File: src/hdl/uart_pkg.sv
/*
 * Constants shared by the serial data buffer block: register map, field
 * positions, reset values and bit-timing divisors.
 * Assumes a 32-bit AXI4-Lite register bus with byte addresses.
 */
package uart_pkg;
    // ------------------------------------------------------------
    // Register map
    // ------------------------------------------------------------
    localparam int ADDR_W = 8;
    localparam logic [7:0] OFF_DATA = 8'h00;
    localparam logic [7:0] OFF_CTRL = 8'h04;
    localparam logic [7:0] OFF_STATUS = 8'h08;
    localparam logic [7:0] OFF_BAUD = 8'h0c;
    localparam logic [7:0] OFF_IRQ_STAT = 8'h10;
    localparam logic [7:0] OFF_IRQ_MASK = 8'h14;

    // ------------------------------------------------------------
    // Fields
    // ------------------------------------------------------------
    localparam int CTRL_TX_EN = 0;
    localparam int CTRL_RX_EN = 1;
    localparam int CTRL_DOUBLE = 2;
    localparam int CTRL_SIZE_LSB = 3;
    localparam int CTRL_TX_NINTH = 6;
    localparam logic [7:0] CTRL_RESET = 8'h18;

    localparam int ST_RXC = 0;
    localparam int ST_TXE = 1;
    localparam int ST_TXC = 2;
    localparam int ST_NINTH = 3;
    localparam int ST_FE = 4;

    localparam int EV_RX = 0;
    localparam int EV_TXE = 1;
    localparam int EV_TXC = 2;
    localparam int EV_OVR = 3;
    localparam int EV_W = 4;
    localparam logic [3:0] IRQ_RESET = 4'h0;

    localparam int BAUD_W = 12;
    localparam logic [11:0] BAUD_RESET = 12'h000;

    // ------------------------------------------------------------
    // Timing and sizes
    // ------------------------------------------------------------
    localparam logic [4:0] SPB_NORMAL = 5'h10;
    localparam logic [4:0] SPB_DOUBLE = 5'h08;
    localparam logic [2:0] SIZE_9 = 3'h7;
    localparam logic [1:0] RX_DEPTH = 2'h2;
    localparam logic [1:0] RESP_OKAY = 2'h0;
    localparam logic [1:0] RESP_SLVERR = 2'h2;
endpackage

File: src/hdl/baud_if.sv
/*
 * Carrier between the data buffer core and its baud generator.
 * Assumes both ends run on the same clock.
 */
`timescale 1ns/1ps
interface baud_if;
    logic [11:0] divider;
    logic tick;
    modport gen (input divider, output tick);
    modport use_tick (output divider, input tick);
endinterface

File: src/hdl/uart_data_buffer.sv
/*
 * Serial transceiver data path behind an AXI4-Lite slave: one-deep
 * transmit holding buffer and shift register, two-entry receive queue,
 * baud generation, sticky interrupt status with mask.
 * Assumes serial_in is asynchronous; everything else is on aclk.
 */
// Decided for this implementation: the address map and register access over AXI4-Lite.
// Operation
// - One data location: writes fill transmit buffer, reads return receive buffer.
// - Sizes 5 to 7: unused upper bits ignored on send, zero on receive.
// - Data write accepted only while transmit buffer empty flag set; else dropped.
// - Enabled transmitter moves waiting byte into empty shift register, shifts out.
// - Receive buffer is a first-in first-out queue of two characters.
// - A data location read with the queue not empty pops the oldest received character.
// - Transmit buffer empty flag is set after reset.
// - Receive complete flag shows unread data; disabling receiver flushes queue.
// - Double speed select changes oversampling divisor from 16 to 8.
`timescale 1ns/1ps
module uart_data_buffer
    import uart_pkg::*;
(
    input wire logic aclk,                 // System clock, 250 MHz
    input wire logic aresetn,              // Synchronous reset, active low
    input wire logic [ADDR_W-1:0] awaddr,  // Write address
    input wire logic awvalid,              // Write address valid
    output logic awready,                  // Write address ready
    input wire logic [31:0] wdata,         // Write data
    input wire logic [3:0] wstrb,          // Write byte strobes
    input wire logic wvalid,               // Write data valid
    output logic wready,                   // Write data ready
    output logic [1:0] bresp,              // Write response
    output logic bvalid,                   // Write response valid
    input wire logic bready,               // Write response ready
    input wire logic [ADDR_W-1:0] araddr,  // Read address
    input wire logic arvalid,              // Read address valid
    output logic arready,                  // Read address ready
    output logic [31:0] rdata,             // Read data
    output logic [1:0] rresp,              // Read response
    output logic rvalid,                   // Read data valid
    input wire logic rready,               // Read data ready
    input wire logic serial_in,            // Serial receive line
    output logic serial_out_pin,           // Serial transmit line
    output logic irq                       // Interrupt, active high level
);
    typedef enum logic [0:0] {TX_IDLE, TX_SHIFT} tx_state_t;
    typedef enum logic [1:0] {RX_IDLE, RX_START, RX_DATA, RX_STOP} rx_state_t;

    baud_if bif ();
    uart_baud i_uart_baud (.aclk(aclk), .aresetn(aresetn), .bus(bif));

    logic [7:0] ctrl_q;
    logic [11:0] baud_q;
    logic [3:0] irq_mask_q, irq_stat_q, irq_stat_d, ev;
    logic [ADDR_W-1:0] wr_addr_q;
    logic [31:0] wr_data_q;
    logic [3:0] wr_strb_q;
    logic aw_have_q, w_have_q, aw_have_d, w_have_d, bvalid_d, rvalid_d;
    logic do_wr, ar_hs, wr_ok, rd_ok;
    logic [31:0] rd_value;
    logic [3:0] n_bits;
    logic [8:0] size_mask;
    logic [4:0] spb;
    tx_state_t tx_state_q;
    logic [8:0] tx_hold_q;
    logic tx_empty_q;
    logic [10:0] tx_sh_q, frame;
    logic [3:0] tx_left_q;
    logic [4:0] tx_cnt_q;
    logic data_wr, accept, tx_load, tx_last;
    logic rx_meta_q, rx_line_q;
    rx_state_t rx_state_q;
    logic [8:0] rx_sh_q;
    logic [3:0] rx_idx_q;
    logic [4:0] rx_cnt_q;
    logic rx_push, push_ok, pop, rx_en;
    logic [9:0] mem_q [0:1];
    logic wr_ptr_q, rd_ptr_q;
    logic [1:0] count_q;

    // ------------------------------------------------------------
    // Character size and bit timing
    // ------------------------------------------------------------
    always_comb begin
        case (ctrl_q[CTRL_SIZE_LSB +: 3])
            3'h0: n_bits = 4'h5;
            3'h1: n_bits = 4'h6;
            3'h2: n_bits = 4'h7;
            SIZE_9: n_bits = 4'h9;
            default: n_bits = 4'h8;
        endcase
        size_mask = 9'((10'h001 << n_bits) - 10'h001);
        spb = ctrl_q[CTRL_DOUBLE] ? SPB_DOUBLE : SPB_NORMAL;
    end
    assign bif.divider = baud_q;
    assign rx_en = ctrl_q[CTRL_RX_EN];

    // ------------------------------------------------------------
    // AXI4-Lite slave
    // ------------------------------------------------------------
    assign do_wr = aw_have_q && w_have_q && !bvalid;
    assign aw_have_d = (aw_have_q || (awvalid && awready)) && !do_wr;
    assign w_have_d = (w_have_q || (wvalid && wready)) && !do_wr;
    assign bvalid_d = do_wr || (bvalid && !bready);
    assign ar_hs = arvalid && arready;
    assign rvalid_d = ar_hs || (rvalid && !rready);
    assign wr_ok = wr_addr_q inside {OFF_DATA, OFF_CTRL, OFF_STATUS, OFF_BAUD,
                                     OFF_IRQ_STAT, OFF_IRQ_MASK};
    assign rd_ok = araddr inside {OFF_DATA, OFF_CTRL, OFF_STATUS, OFF_BAUD,
                                  OFF_IRQ_STAT, OFF_IRQ_MASK};

    always_ff @(posedge aclk) begin
        if (!aresetn) begin
            aw_have_q <= 1'b0;
            w_have_q <= 1'b0;
            awready <= 1'b0;
            wready <= 1'b0;
            bvalid <= 1'b0;
            bresp <= RESP_OKAY;
            wr_addr_q <= '0;
            wr_data_q <= 32'h0000_0000;
            wr_strb_q <= 4'h0;
        end else begin
            aw_have_q <= aw_have_d;
            w_have_q <= w_have_d;
            awready <= !aw_have_d && !bvalid_d;
            wready <= !w_have_d && !bvalid_d;
            bvalid <= bvalid_d;
            if (awvalid && awready) begin
                wr_addr_q <= awaddr;
            end
            if (wvalid && wready) begin
                wr_data_q <= wdata;
                wr_strb_q <= wstrb;
            end
            if (do_wr) begin
                bresp <= wr_ok ? RESP_OKAY : RESP_SLVERR;
            end
        end
    end

    always_comb begin
        case (araddr)
            OFF_DATA: rd_value = {23'h0, mem_q[rd_ptr_q][8:0]};
            OFF_CTRL: rd_value = {24'h0, ctrl_q};
            OFF_STATUS: rd_value = {27'h0, mem_q[rd_ptr_q][9] && count_q != 2'h0,
                                    mem_q[rd_ptr_q][8], tx_empty_q && tx_state_q == TX_IDLE,
                                    tx_empty_q, count_q != 2'h0};
            OFF_BAUD: rd_value = {20'h0, baud_q};
            OFF_IRQ_STAT: rd_value = {28'h0, irq_stat_q};
            OFF_IRQ_MASK: rd_value = {28'h0, irq_mask_q};
            default: rd_value = 32'h0000_0000;
        endcase
    end

    always_ff @(posedge aclk) begin
        if (!aresetn) begin
            arready <= 1'b0;
            rvalid <= 1'b0;
            rdata <= 32'h0000_0000;
            rresp <= RESP_OKAY;
        end else begin
            arready <= !rvalid_d;
            rvalid <= rvalid_d;
            if (ar_hs) begin
                rdata <= rd_value;
                rresp <= rd_ok ? RESP_OKAY : RESP_SLVERR;
            end
        end
    end

    // ------------------------------------------------------------
    // Control registers and interrupts
    // ------------------------------------------------------------
    always_ff @(posedge aclk) begin
        if (!aresetn) begin
            ctrl_q <= CTRL_RESET;
            baud_q <= BAUD_RESET;
            irq_mask_q <= IRQ_RESET;
        end else if (do_wr) begin
            if (wr_addr_q == OFF_CTRL && wr_strb_q[0]) begin
                ctrl_q <= wr_data_q[7:0];
            end
            if (wr_addr_q == OFF_BAUD && wr_strb_q[0]) begin
                baud_q[7:0] <= wr_data_q[7:0];
            end
            if (wr_addr_q == OFF_BAUD && wr_strb_q[1]) begin
                baud_q[11:8] <= wr_data_q[11:8];
            end
            if (wr_addr_q == OFF_IRQ_MASK && wr_strb_q[0]) begin
                irq_mask_q <= wr_data_q[EV_W-1:0];
            end
        end
    end

    assign ev = {rx_push && !push_ok, tx_last, tx_load, push_ok};
    always_comb begin
        irq_stat_d = irq_stat_q;
        if (do_wr && wr_addr_q == OFF_IRQ_STAT && wr_strb_q[0]) begin
            irq_stat_d = irq_stat_q & ~wr_data_q[EV_W-1:0];
        end
        irq_stat_d = irq_stat_d | ev;
    end

    always_ff @(posedge aclk) begin
        if (!aresetn) begin
            irq_stat_q <= IRQ_RESET;
            irq <= 1'b0;
        end else begin
            irq_stat_q <= irq_stat_d;
            irq <= |(irq_stat_d & irq_mask_q);
        end
    end

    // ------------------------------------------------------------
    // Transmit path
    // ------------------------------------------------------------
    assign data_wr = do_wr && wr_addr_q == OFF_DATA && wr_strb_q[0];
    assign accept = data_wr && tx_empty_q;
    assign tx_load = tx_state_q == TX_IDLE && ctrl_q[CTRL_TX_EN] && !tx_empty_q;
    assign tx_last = tx_state_q == TX_SHIFT && bif.tick && tx_cnt_q == spb - 5'h01
                     && tx_left_q == 4'h1;

    always_comb begin
        frame = 11'h7ff;
        frame[0] = 1'b0;
        frame[9:1] = tx_hold_q | ~size_mask;
    end

    always_ff @(posedge aclk) begin
        if (!aresetn) begin
            tx_empty_q <= 1'b1;
            tx_hold_q <= 9'h000;
        end else if (accept) begin
            tx_empty_q <= 1'b0;
            tx_hold_q <= {ctrl_q[CTRL_TX_NINTH], wr_data_q[7:0]} & size_mask;
        end else if (tx_load) begin
            tx_empty_q <= 1'b1;
        end
    end

    always_ff @(posedge aclk) begin
        if (!aresetn) begin
            tx_state_q <= TX_IDLE;
            tx_sh_q <= 11'h7ff;
            tx_left_q <= 4'h0;
            tx_cnt_q <= 5'h00;
            serial_out_pin <= 1'b1;
        end else begin
            serial_out_pin <= (tx_state_q == TX_SHIFT) ? tx_sh_q[0] : 1'b1;
            case (tx_state_q)
                TX_IDLE: begin
                    if (tx_load) begin
                        tx_sh_q <= frame;
                        tx_left_q <= n_bits + 4'h2;
                        tx_cnt_q <= 5'h00;
                        tx_state_q <= TX_SHIFT;
                    end
                end
                TX_SHIFT: begin
                    if (bif.tick) begin
                        if (tx_cnt_q == spb - 5'h01) begin
                            tx_cnt_q <= 5'h00;
                            tx_sh_q <= {1'b1, tx_sh_q[10:1]};
                            tx_left_q <= tx_left_q - 4'h1;
                            if (tx_left_q == 4'h1) begin
                                tx_state_q <= TX_IDLE;
                            end
                        end else begin
                            tx_cnt_q <= tx_cnt_q + 5'h01;
                        end
                    end
                end
                default: tx_state_q <= TX_IDLE;
            endcase
        end
    end

    // ------------------------------------------------------------
    // Receive path
    // ------------------------------------------------------------
    always_ff @(posedge aclk) begin
        if (!aresetn) begin
            rx_meta_q <= 1'b1;
            rx_line_q <= 1'b1;
        end else begin
            rx_meta_q <= serial_in;
            rx_line_q <= rx_meta_q;
        end
    end

    assign rx_push = rx_en && rx_state_q == RX_STOP && bif.tick && rx_cnt_q == spb - 5'h01;

    always_ff @(posedge aclk) begin
        if (!aresetn || !rx_en) begin
            rx_state_q <= RX_IDLE;
            rx_sh_q <= 9'h000;
            rx_idx_q <= 4'h0;
            rx_cnt_q <= 5'h00;
        end else if (bif.tick) begin
            rx_cnt_q <= rx_cnt_q + 5'h01;
            case (rx_state_q)
                RX_IDLE: begin
                    rx_cnt_q <= 5'h00;
                    if (!rx_line_q) begin
                        rx_state_q <= RX_START;
                        rx_sh_q <= 9'h000;
                        rx_idx_q <= 4'h0;
                    end
                end
                RX_START: begin
                    if (rx_cnt_q == (spb >> 1) - 5'h01) begin
                        rx_cnt_q <= 5'h00;
                        rx_state_q <= rx_line_q ? RX_IDLE : RX_DATA;
                    end
                end
                RX_DATA: begin
                    if (rx_cnt_q == spb - 5'h01) begin
                        rx_cnt_q <= 5'h00;
                        rx_sh_q[rx_idx_q] <= rx_line_q;
                        rx_idx_q <= rx_idx_q + 4'h1;
                        if (rx_idx_q == n_bits - 4'h1) begin
                            rx_state_q <= RX_STOP;
                        end
                    end
                end
                RX_STOP: begin
                    if (rx_cnt_q == spb - 5'h01) begin
                        rx_state_q <= RX_IDLE;
                    end
                end
                default: rx_state_q <= RX_IDLE;
            endcase
        end
    end

    // ------------------------------------------------------------
    // Two-entry receive queue
    // ------------------------------------------------------------
    assign push_ok = rx_push && count_q != RX_DEPTH;
    assign pop = ar_hs && araddr == OFF_DATA && count_q != 2'h0;

    for (genvar g = 0; g < 2; g++) begin : g_entry
        always_ff @(posedge aclk) begin
            if (!aresetn) begin
                mem_q[g] <= 10'h000;
            end else if (push_ok && wr_ptr_q == 1'(g)) begin
                mem_q[g] <= {!rx_line_q, rx_sh_q};
            end
        end
    end

    always_ff @(posedge aclk) begin
        if (!aresetn || !rx_en) begin
            wr_ptr_q <= 1'b0;
            rd_ptr_q <= 1'b0;
            count_q <= 2'h0;
        end else begin
            if (push_ok) begin
                wr_ptr_q <= !wr_ptr_q;
            end
            if (pop) begin
                rd_ptr_q <= !rd_ptr_q;
            end
            count_q <= count_q + {1'b0, push_ok} - {1'b0, pop};
        end
    end
endmodule

File: src/hdl/uart_baud.sv
/*
 * Oversampling tick generator: one tick every divider+1 clocks.
 * Assumes the divider may change at any time; the counter recovers.
 */
`timescale 1ns/1ps
module uart_baud (
    input wire logic aclk,    // System clock
    input wire logic aresetn, // Synchronous reset, active low
    baud_if.gen bus           // Divider in, tick out
);
    logic [11:0] cnt_q;

    // ------------------------------------------------------------
    // Divider
    // ------------------------------------------------------------
    always_ff @(posedge aclk) begin
        if (!aresetn) begin
            cnt_q <= 12'h000;
            bus.tick <= 1'b0;
        end else if (cnt_q >= bus.divider) begin
            cnt_q <= 12'h000;
            bus.tick <= 1'b1;
        end else begin
            cnt_q <= cnt_q + 12'h001;
            bus.tick <= 1'b0;
        end
    end
endmodule

File: config.mk
export PLATFORM = sky130hd
export DESIGN_NAME = uart_data_buffer
export DESIGN_NICKNAME = d
export VERILOG_FILES = /design/src/hdl/uart_pkg.sv /design/src/hdl/baud_if.sv /design/src/hdl/uart_data_buffer.sv /design/src/hdl/uart_baud.sv
export SDC_FILE = /design/constraint.sdc
export NUM_CORES = 1
export LEC_CHECK = 0
export ABC_AREA = 0
export BUFFER_PORTS_ARGS = -buffer_cell sky130_fd_sc_hd__buf_2
export CAP_MARGIN = 20
export CORE_MARGIN = 1
export CORE_UTILIZATION = 50
export CTS_CLUSTER_DIAMETER = 40
export DETAILED_ROUTE_END_ITERATION = 7
export PLACE_DENSITY_LB_ADDON = 0.2
export SYNTH_ARGS = -nofsm -noshare
export SYNTH_HDL_FRONTEND = slang
export SYNTH_SLANG_ARGS = --single-unit
File: constraint.sdc
create_clock -name aclk -period 2.48 [get_ports aclk]
set_clock_uncertainty 0.15 [all_clocks]
set_input_delay 0.248 -clock aclk [delete_from_list [all_inputs] [get_ports aclk]]
set_output_delay 0.248 -clock aclk [all_outputs]
set_load 0.005 [all_outputs]
======== Word-level counts from Yosys, hierarchy flattened ========
Memories as Yosys holds them, arrays and structs flattened. A register that Yosys moved wholly into a read port is not among the register bits.
Index checks and enable logic that the tools add are counted.
storage, ports and cells
  register bits after elaboration ......... 165
  latch bits .............................. 0
  RAM bits ................................ 20
  memory bits (read-only) ................. 0
  output and inout port bits .............. 43
  word-level logic and storage cells ...... 229
  memories kept ........................... 1
cells by class
  $add $sub $neg .......................... 12
  multiply operators ...................... 0
  div/mod/pow operators ................... 0
  $lt $le $gt $ge ......................... 3
  eq/ne operators ......................... 30
  shift operators ......................... 1
  multiplexer cells ....................... 56
  bitwise gates (word level) .............. 12
  reductions and logical operators ........ 77
memory list
  memory  words  width  read ports  clocked after Yosys merged registers in  wr ports  RTL line                RTL
  mem_q   2      10     1           1                                        2         uart_data_buffer.sv:76  logic [9:0] mem_q [0:1];
operators by type and width
  kind                                            count
  case mux 12 bit (6 select lines)                1
  logical AND 1 bit                               37
  2-to-1 mux 11 bit                               3
  == test 8 x 4 -> 1 bit (second input constant)  4
  == test 8 x 5 -> 1 bit (second input constant)  4
  2-to-1 mux 5 bit                                6
  2-to-1 mux 4 bit                                6
  case mux 11 bit (2 select lines)                1
  2-to-1 mux 10 bit                               2
  2-to-1 mux 9 bit                                2
  case mux 9 bit (2 select lines)                 1
  2-to-1 mux 1 bit                                17
  == test 8 x 3 -> 1 bit (second input constant)  2
  logical NOT 8 bit                               2
  2-to-1 mux 2 bit                                8
  case mux 4 bit (2 select lines)                 2
  case mux 4 bit (4 select lines)                 1
  == test 5 bit                                   3
  logical NOT 1 bit                               15
  case mux 5 bit (3 select lines)                 1
  adder 12 x 1 -> 12 bit (second input constant)  1
  greater-or-equal comparator 12 bit              1
  inequality test 2 bit (second input constant)   6
  AND reduction 2 bit                             6
  43 further kinds                                59

======== Logic depth before layout (Yosys ltp) ========
  word-level depth ........................ 10
  depth in mapped cells ................... 10
  gate-level depth less buffers ........... 9

======== Hierarchy ========
From an unflattened synthesis, not the netlist that was laid out.
second synthesis, totals
  cell total of the unflattened synthesis .. 895
  area total of the unflattened synthesis .. 7948.9 sq um
modules (own cells, without submodules)
  module            times used  cells an instance  area each (sq um)  sequential area each (sq um)
  uart_data_buffer  1           800                7041.8             3203.1
  uart_baud         1           95                 907.1              260.2

======== Worst setup path before layout ========
OpenSTA, ideal clock, no wires.
  path type ............................... register to register
  from .................................... register rx_cnt_q[0]
  to ...................................... memory mem_q[0][0], enable pin
  setup time .............................. 0.391 ns
  data arrival time ....................... 2.016 ns
  slack ................................... -0.077 ns
  stages on the path, launching flop included .. 7
  cell sequence ........................... dfxtp_1 -> ha_1 -> and3b_1 -> and3_1 -> buf_6 -> nand4_1 -> o21ai_0
RTL lines
  element                 RTL line                 RTL
  start, declared         uart_data_buffer.sv:74   logic [4:0] rx_cnt_q;
  start signal, assigned  uart_data_buffer.sv:300  rx_cnt_q <= rx_cnt_q + 5'h01;
  end, declared           uart_data_buffer.sv:76

======== Worst setup path after layout ========
  from .................................... register baud_q[6]
  to ...................................... register i_uart_baud.cnt_q[9]
on the way
  cells in the longest elaborated chain, start to end .. 2
RTL lines
  element                              RTL line                 RTL
  start, declared                      uart_data_buffer.sv:52   logic [11:0] baud_q;
  start signal, assigned               uart_data_buffer.sv:184  baud_q[7:0] <= wr_data_q[7:0];
  greater-or-equal comparator 12 bit   uart_baud.sv:20          end else if (cnt_q >= bus.divider) begin
  OR reduction 2 bit (no source line)  -
  end signal, assigned                 uart_baud.sv:24          cnt_q <= cnt_q + 12'h001;
  end, declared                        uart_baud.sv:11          logic [11:0] cnt_q;
Every way passes these cells.
A chain may end at the register's enable or synchronous reset.

==> results_dict.tcl <==
set metrics [dict create \
    status "complete, no violations" \
    p_int_mw 4.40 \
    htree_levels 4 \
    core-area_um2 15400 \
    vias 6474 \
    area_growth_pct 17.6 \
    yosysSeqAreaShare_pct 43.4 \
    num_antenna_cells 0 \
    p_seq_share_pct 48.1 \
    clkSlewWorstSetupHoldPaths_ns 0.07 \
    power_frac_clock_pct 47.0 \
    synth-async-reset-ratio_pct 0 \
    synth_compound_area_share_pct 14.6 \
    die_x_um 128 \
    p_leak_nw 3.79 \
    min_period_ns 2.22 \
    synth_xor_area_share_pct 3.06 \
    insertion_delay_ns 0.43 \
    relSlewSlack_pct 48.9 \
    rsz0062_at_grt "false" \
    synth_edf_count 20 \
    ys_ff_latch 163 \
    synth_top_family_by_area "simple AND/OR/NAND/NOR gates" \
    post-route-util_pct 61.0 \
    clock_tree.buffer_depth 2 \
    tritoncts "yes" \
    gr-total-overflow 0 \
    worstPathArrival_ns 2.44 \
    final_nets 1059 \
    ys.flop_type "dfxtp_1" \
    wl_met2_mm 8.68 \
    drive_gt1_share_pct 14.6 \
    tightest_slew_ns 0.766 \
    final_area_um2 9380 \
    r2r_slack_ns 0.26 \
    placedInstanceArea_um2 8520 \
    synth_mux_area_share_pct 6.20 \
    wl_met3_um 832 \
    yosysMostFrequentCell "dfxtp_1" \
    synth_commonest_cells "143 x dfxtp_1, 127 x nand2_1, 48 x nor2_1" \
    io_buffers 58 \
    netlist_instances 878 \
    critPathRequiredTime_ns 2.70 \
    switching_share_pct 23.0 \
    syn_avg_cell_area_um2 9.08 \
    clock_tree.root_cell "clkbuf_16" \
    yosysUniqueCellTypes 66 \
    setup_viol 0 \
    finalHoldViolCount 0 \
    p_switching_mw 1.32 \
    start_kind "flip-flop" \
    vdd_drop_max_mv 0.515 \
    pwr-share-comb_pct 4.9 \
    worstSetupPathType "reg -> reg" \
    worst-path-max-fanout 12 \
    cts_buffers 17 \
    rows 45 \
    drv_cap 0 \
    num-fill-cells 1354 \
    dp_hpwl_mm 12.8 \
    hp-class "in -> reg" \
    post-route-period-util_pct 89.5 \
    grt_max_degree 70 \
    viasPerCell 5.42 \
    first_iter_violations 348 \
    initial_utilization_pct 51.9 \
    cp-end-kind "flip-flop" \
    cts_sinks 163 \
    slew_violations 0 \
    top_layer "met4" \
    antenna_found_initial 0 \
    grt_pass1_vias 6119 \
    ys_warn_count 0 \
    dieHeight_um 128 \
    synth_area_leaders "dfxtp_1 36%, edfxtp_1 7.5%, nand2_1 6.0%" \
    first_pass_iters 7 \
    synth_simple_gate_area_share_pct 22.4 \
    wl_met1_mm 8.79 \
    ant_nets 0 \
    yosysTopAreaCell "dfxtp_1" \
    p_per_area_nw_per_um2 610 \
    io_pins 103 \
    fin_setup_tns_ns 0 \
    drcViolationCount 0 \
    grt_usage_pct 23.9 \
    synth_top_cell_area_share_pct 35.9 \
    syn_area_um2 7970 \
    die_area_um2 16500 \
    yosys.area_share.adder_pct 4.39 \
    routedWlPerCell_um 15.6 \
    multi_input_area_um2 4130 \
    wl_mm 18.6 \
    max_freq_mhz 450 \
    place.gp.congestion 0.894 \
    grt_pass1_wl_mm 30.5 \
    seq_area_um2 3460 \
]
[metal layers]
metal	vias to the layer above	track usage [%]
met5	-	0
met4	0	7.89
met3	26	5.30
met2	129	39.1
met1	3089	31.2
li1	3230	-
[area by class of cell]
| type | count | area share, % |
|---|---|---|
| multi-input cells | 641 | 44.1 |
| flip-flops and latches | 163 | 36.9 |
| repair buffers | 118 | 8.57 |
| clock buffers | 19 | 4.86 |
| well taps | 211 | 2.82 |
| clock inverters | 13 | 1.56 |
| inverters | 30 | 1.20 |
[kinds of logic after synthesis]
| family | count (synthesis) |
|---|---|
| AOI/OAI and AO/OA | 168 |
| xor gates and xnor gates | 27 |
| adders and majority gates | 28 |
| buffers and inverters | 96 |
| DFF | 163 |
| muxes | 47 |
| other | 2 |
| and+or+nand+nor | 347 |
[what timing repair did]
item | 4_1_cts | 5_1_grt
setup buffers | 0 | 0
endpoints found under the hold margin | 25 | 0
endpoints found under the setup margin | 0 | 20
gates resized for setup | 0 | 1
hold buffers | 25 | 0
[power groups by stage]
stage	Clock, mW	Combinational [mW]	Sequential (mW)
after floorplan	0	0.183	2.80
after global placement	0	0.246	2.81
after detailed placement	0	0.248	2.81
after CTS	2.73	0.279	2.75
after global routing	2.83	0.312	2.75
final	2.69	0.281	2.75
[per-stage QoR]
step / cells / setup slack (ns) / power [mW] / hold WS, ns
floorplan: 900 / -0.0770 / 2.98 / 0.199
global placement: 1138 / 0.0994 / 3.05 / 0.241
detailed placement: 1138 / 0.0543 / 3.05 / 0.247
CTS: 1195 / 0.0360 / 5.75 / 0.0933
global route: 1195 / 0.0848 / 5.89 / 0.148
finish: 1195 / 0.260 / 5.72 / 0.112
[layout by cell type (no fill, tap or decap), types with 30 or more instances in the layout]
cell type / synthesis / final
dfxtp_1: 143 / 143
nand2_1: 127 / 127
buf_2: 4 / 58
nor2_1: 48 / 47
mux2i_1: 40 / 40
buf_4: 24 / 35
a21boi_0: 34 / 34
inv_1: 30 / 30
o21ai_0: 31 / 30
nor2b_1: 30 / 30
[final timing paths]
path                     endpoint  cells after the start       from
max          i_uart_baud.cnt_q[9]                      8  baud_q[6]
min                      rresp[1]                      4  araddr[1]
max reg2reg  i_uart_baud.cnt_q[9]                      8  baud_q[6]
min reg2reg             rx_line_q                      1  rx_meta_q
[flip-flops by register name, summed over array words and instances, names as in the netlist, 2 cells and up, named ones only]
| signal | flops |
|---|---|
| ctrl_q | 8 |
| wr_addr_q | 8 |
| baud_q | 12 |
| wr_strb_q | 2 |
| rdata | 12 |
| irq_mask_q | 4 |
| mem_q | 20 |
| rx_cnt_q | 5 |
| tx_cnt_q | 5 |
| rx_idx_q | 4 |
| irq_stat_q | 4 |
| i_uart_baud.cnt_q | 12 |
| tx_left_q | 4 |
| rx_sh_q | 9 |
| tx_sh_q | 10 |
| tx_hold_q | 9 |
| count_q | 2 |
| wr_data_q | 12 |
[critical path, cell delays in order, from the launching register on]
cell and delay (ns):
dfxtp_1 0.41, inv_1 0.07, ha_1 0.31, a21o_1 0.18
a211o_1 0.30, a211oi_1 0.25, o211ai_1 0.14, buf_4 0.22
nor2_1 0.10
(Power assumes the default switching activity.)
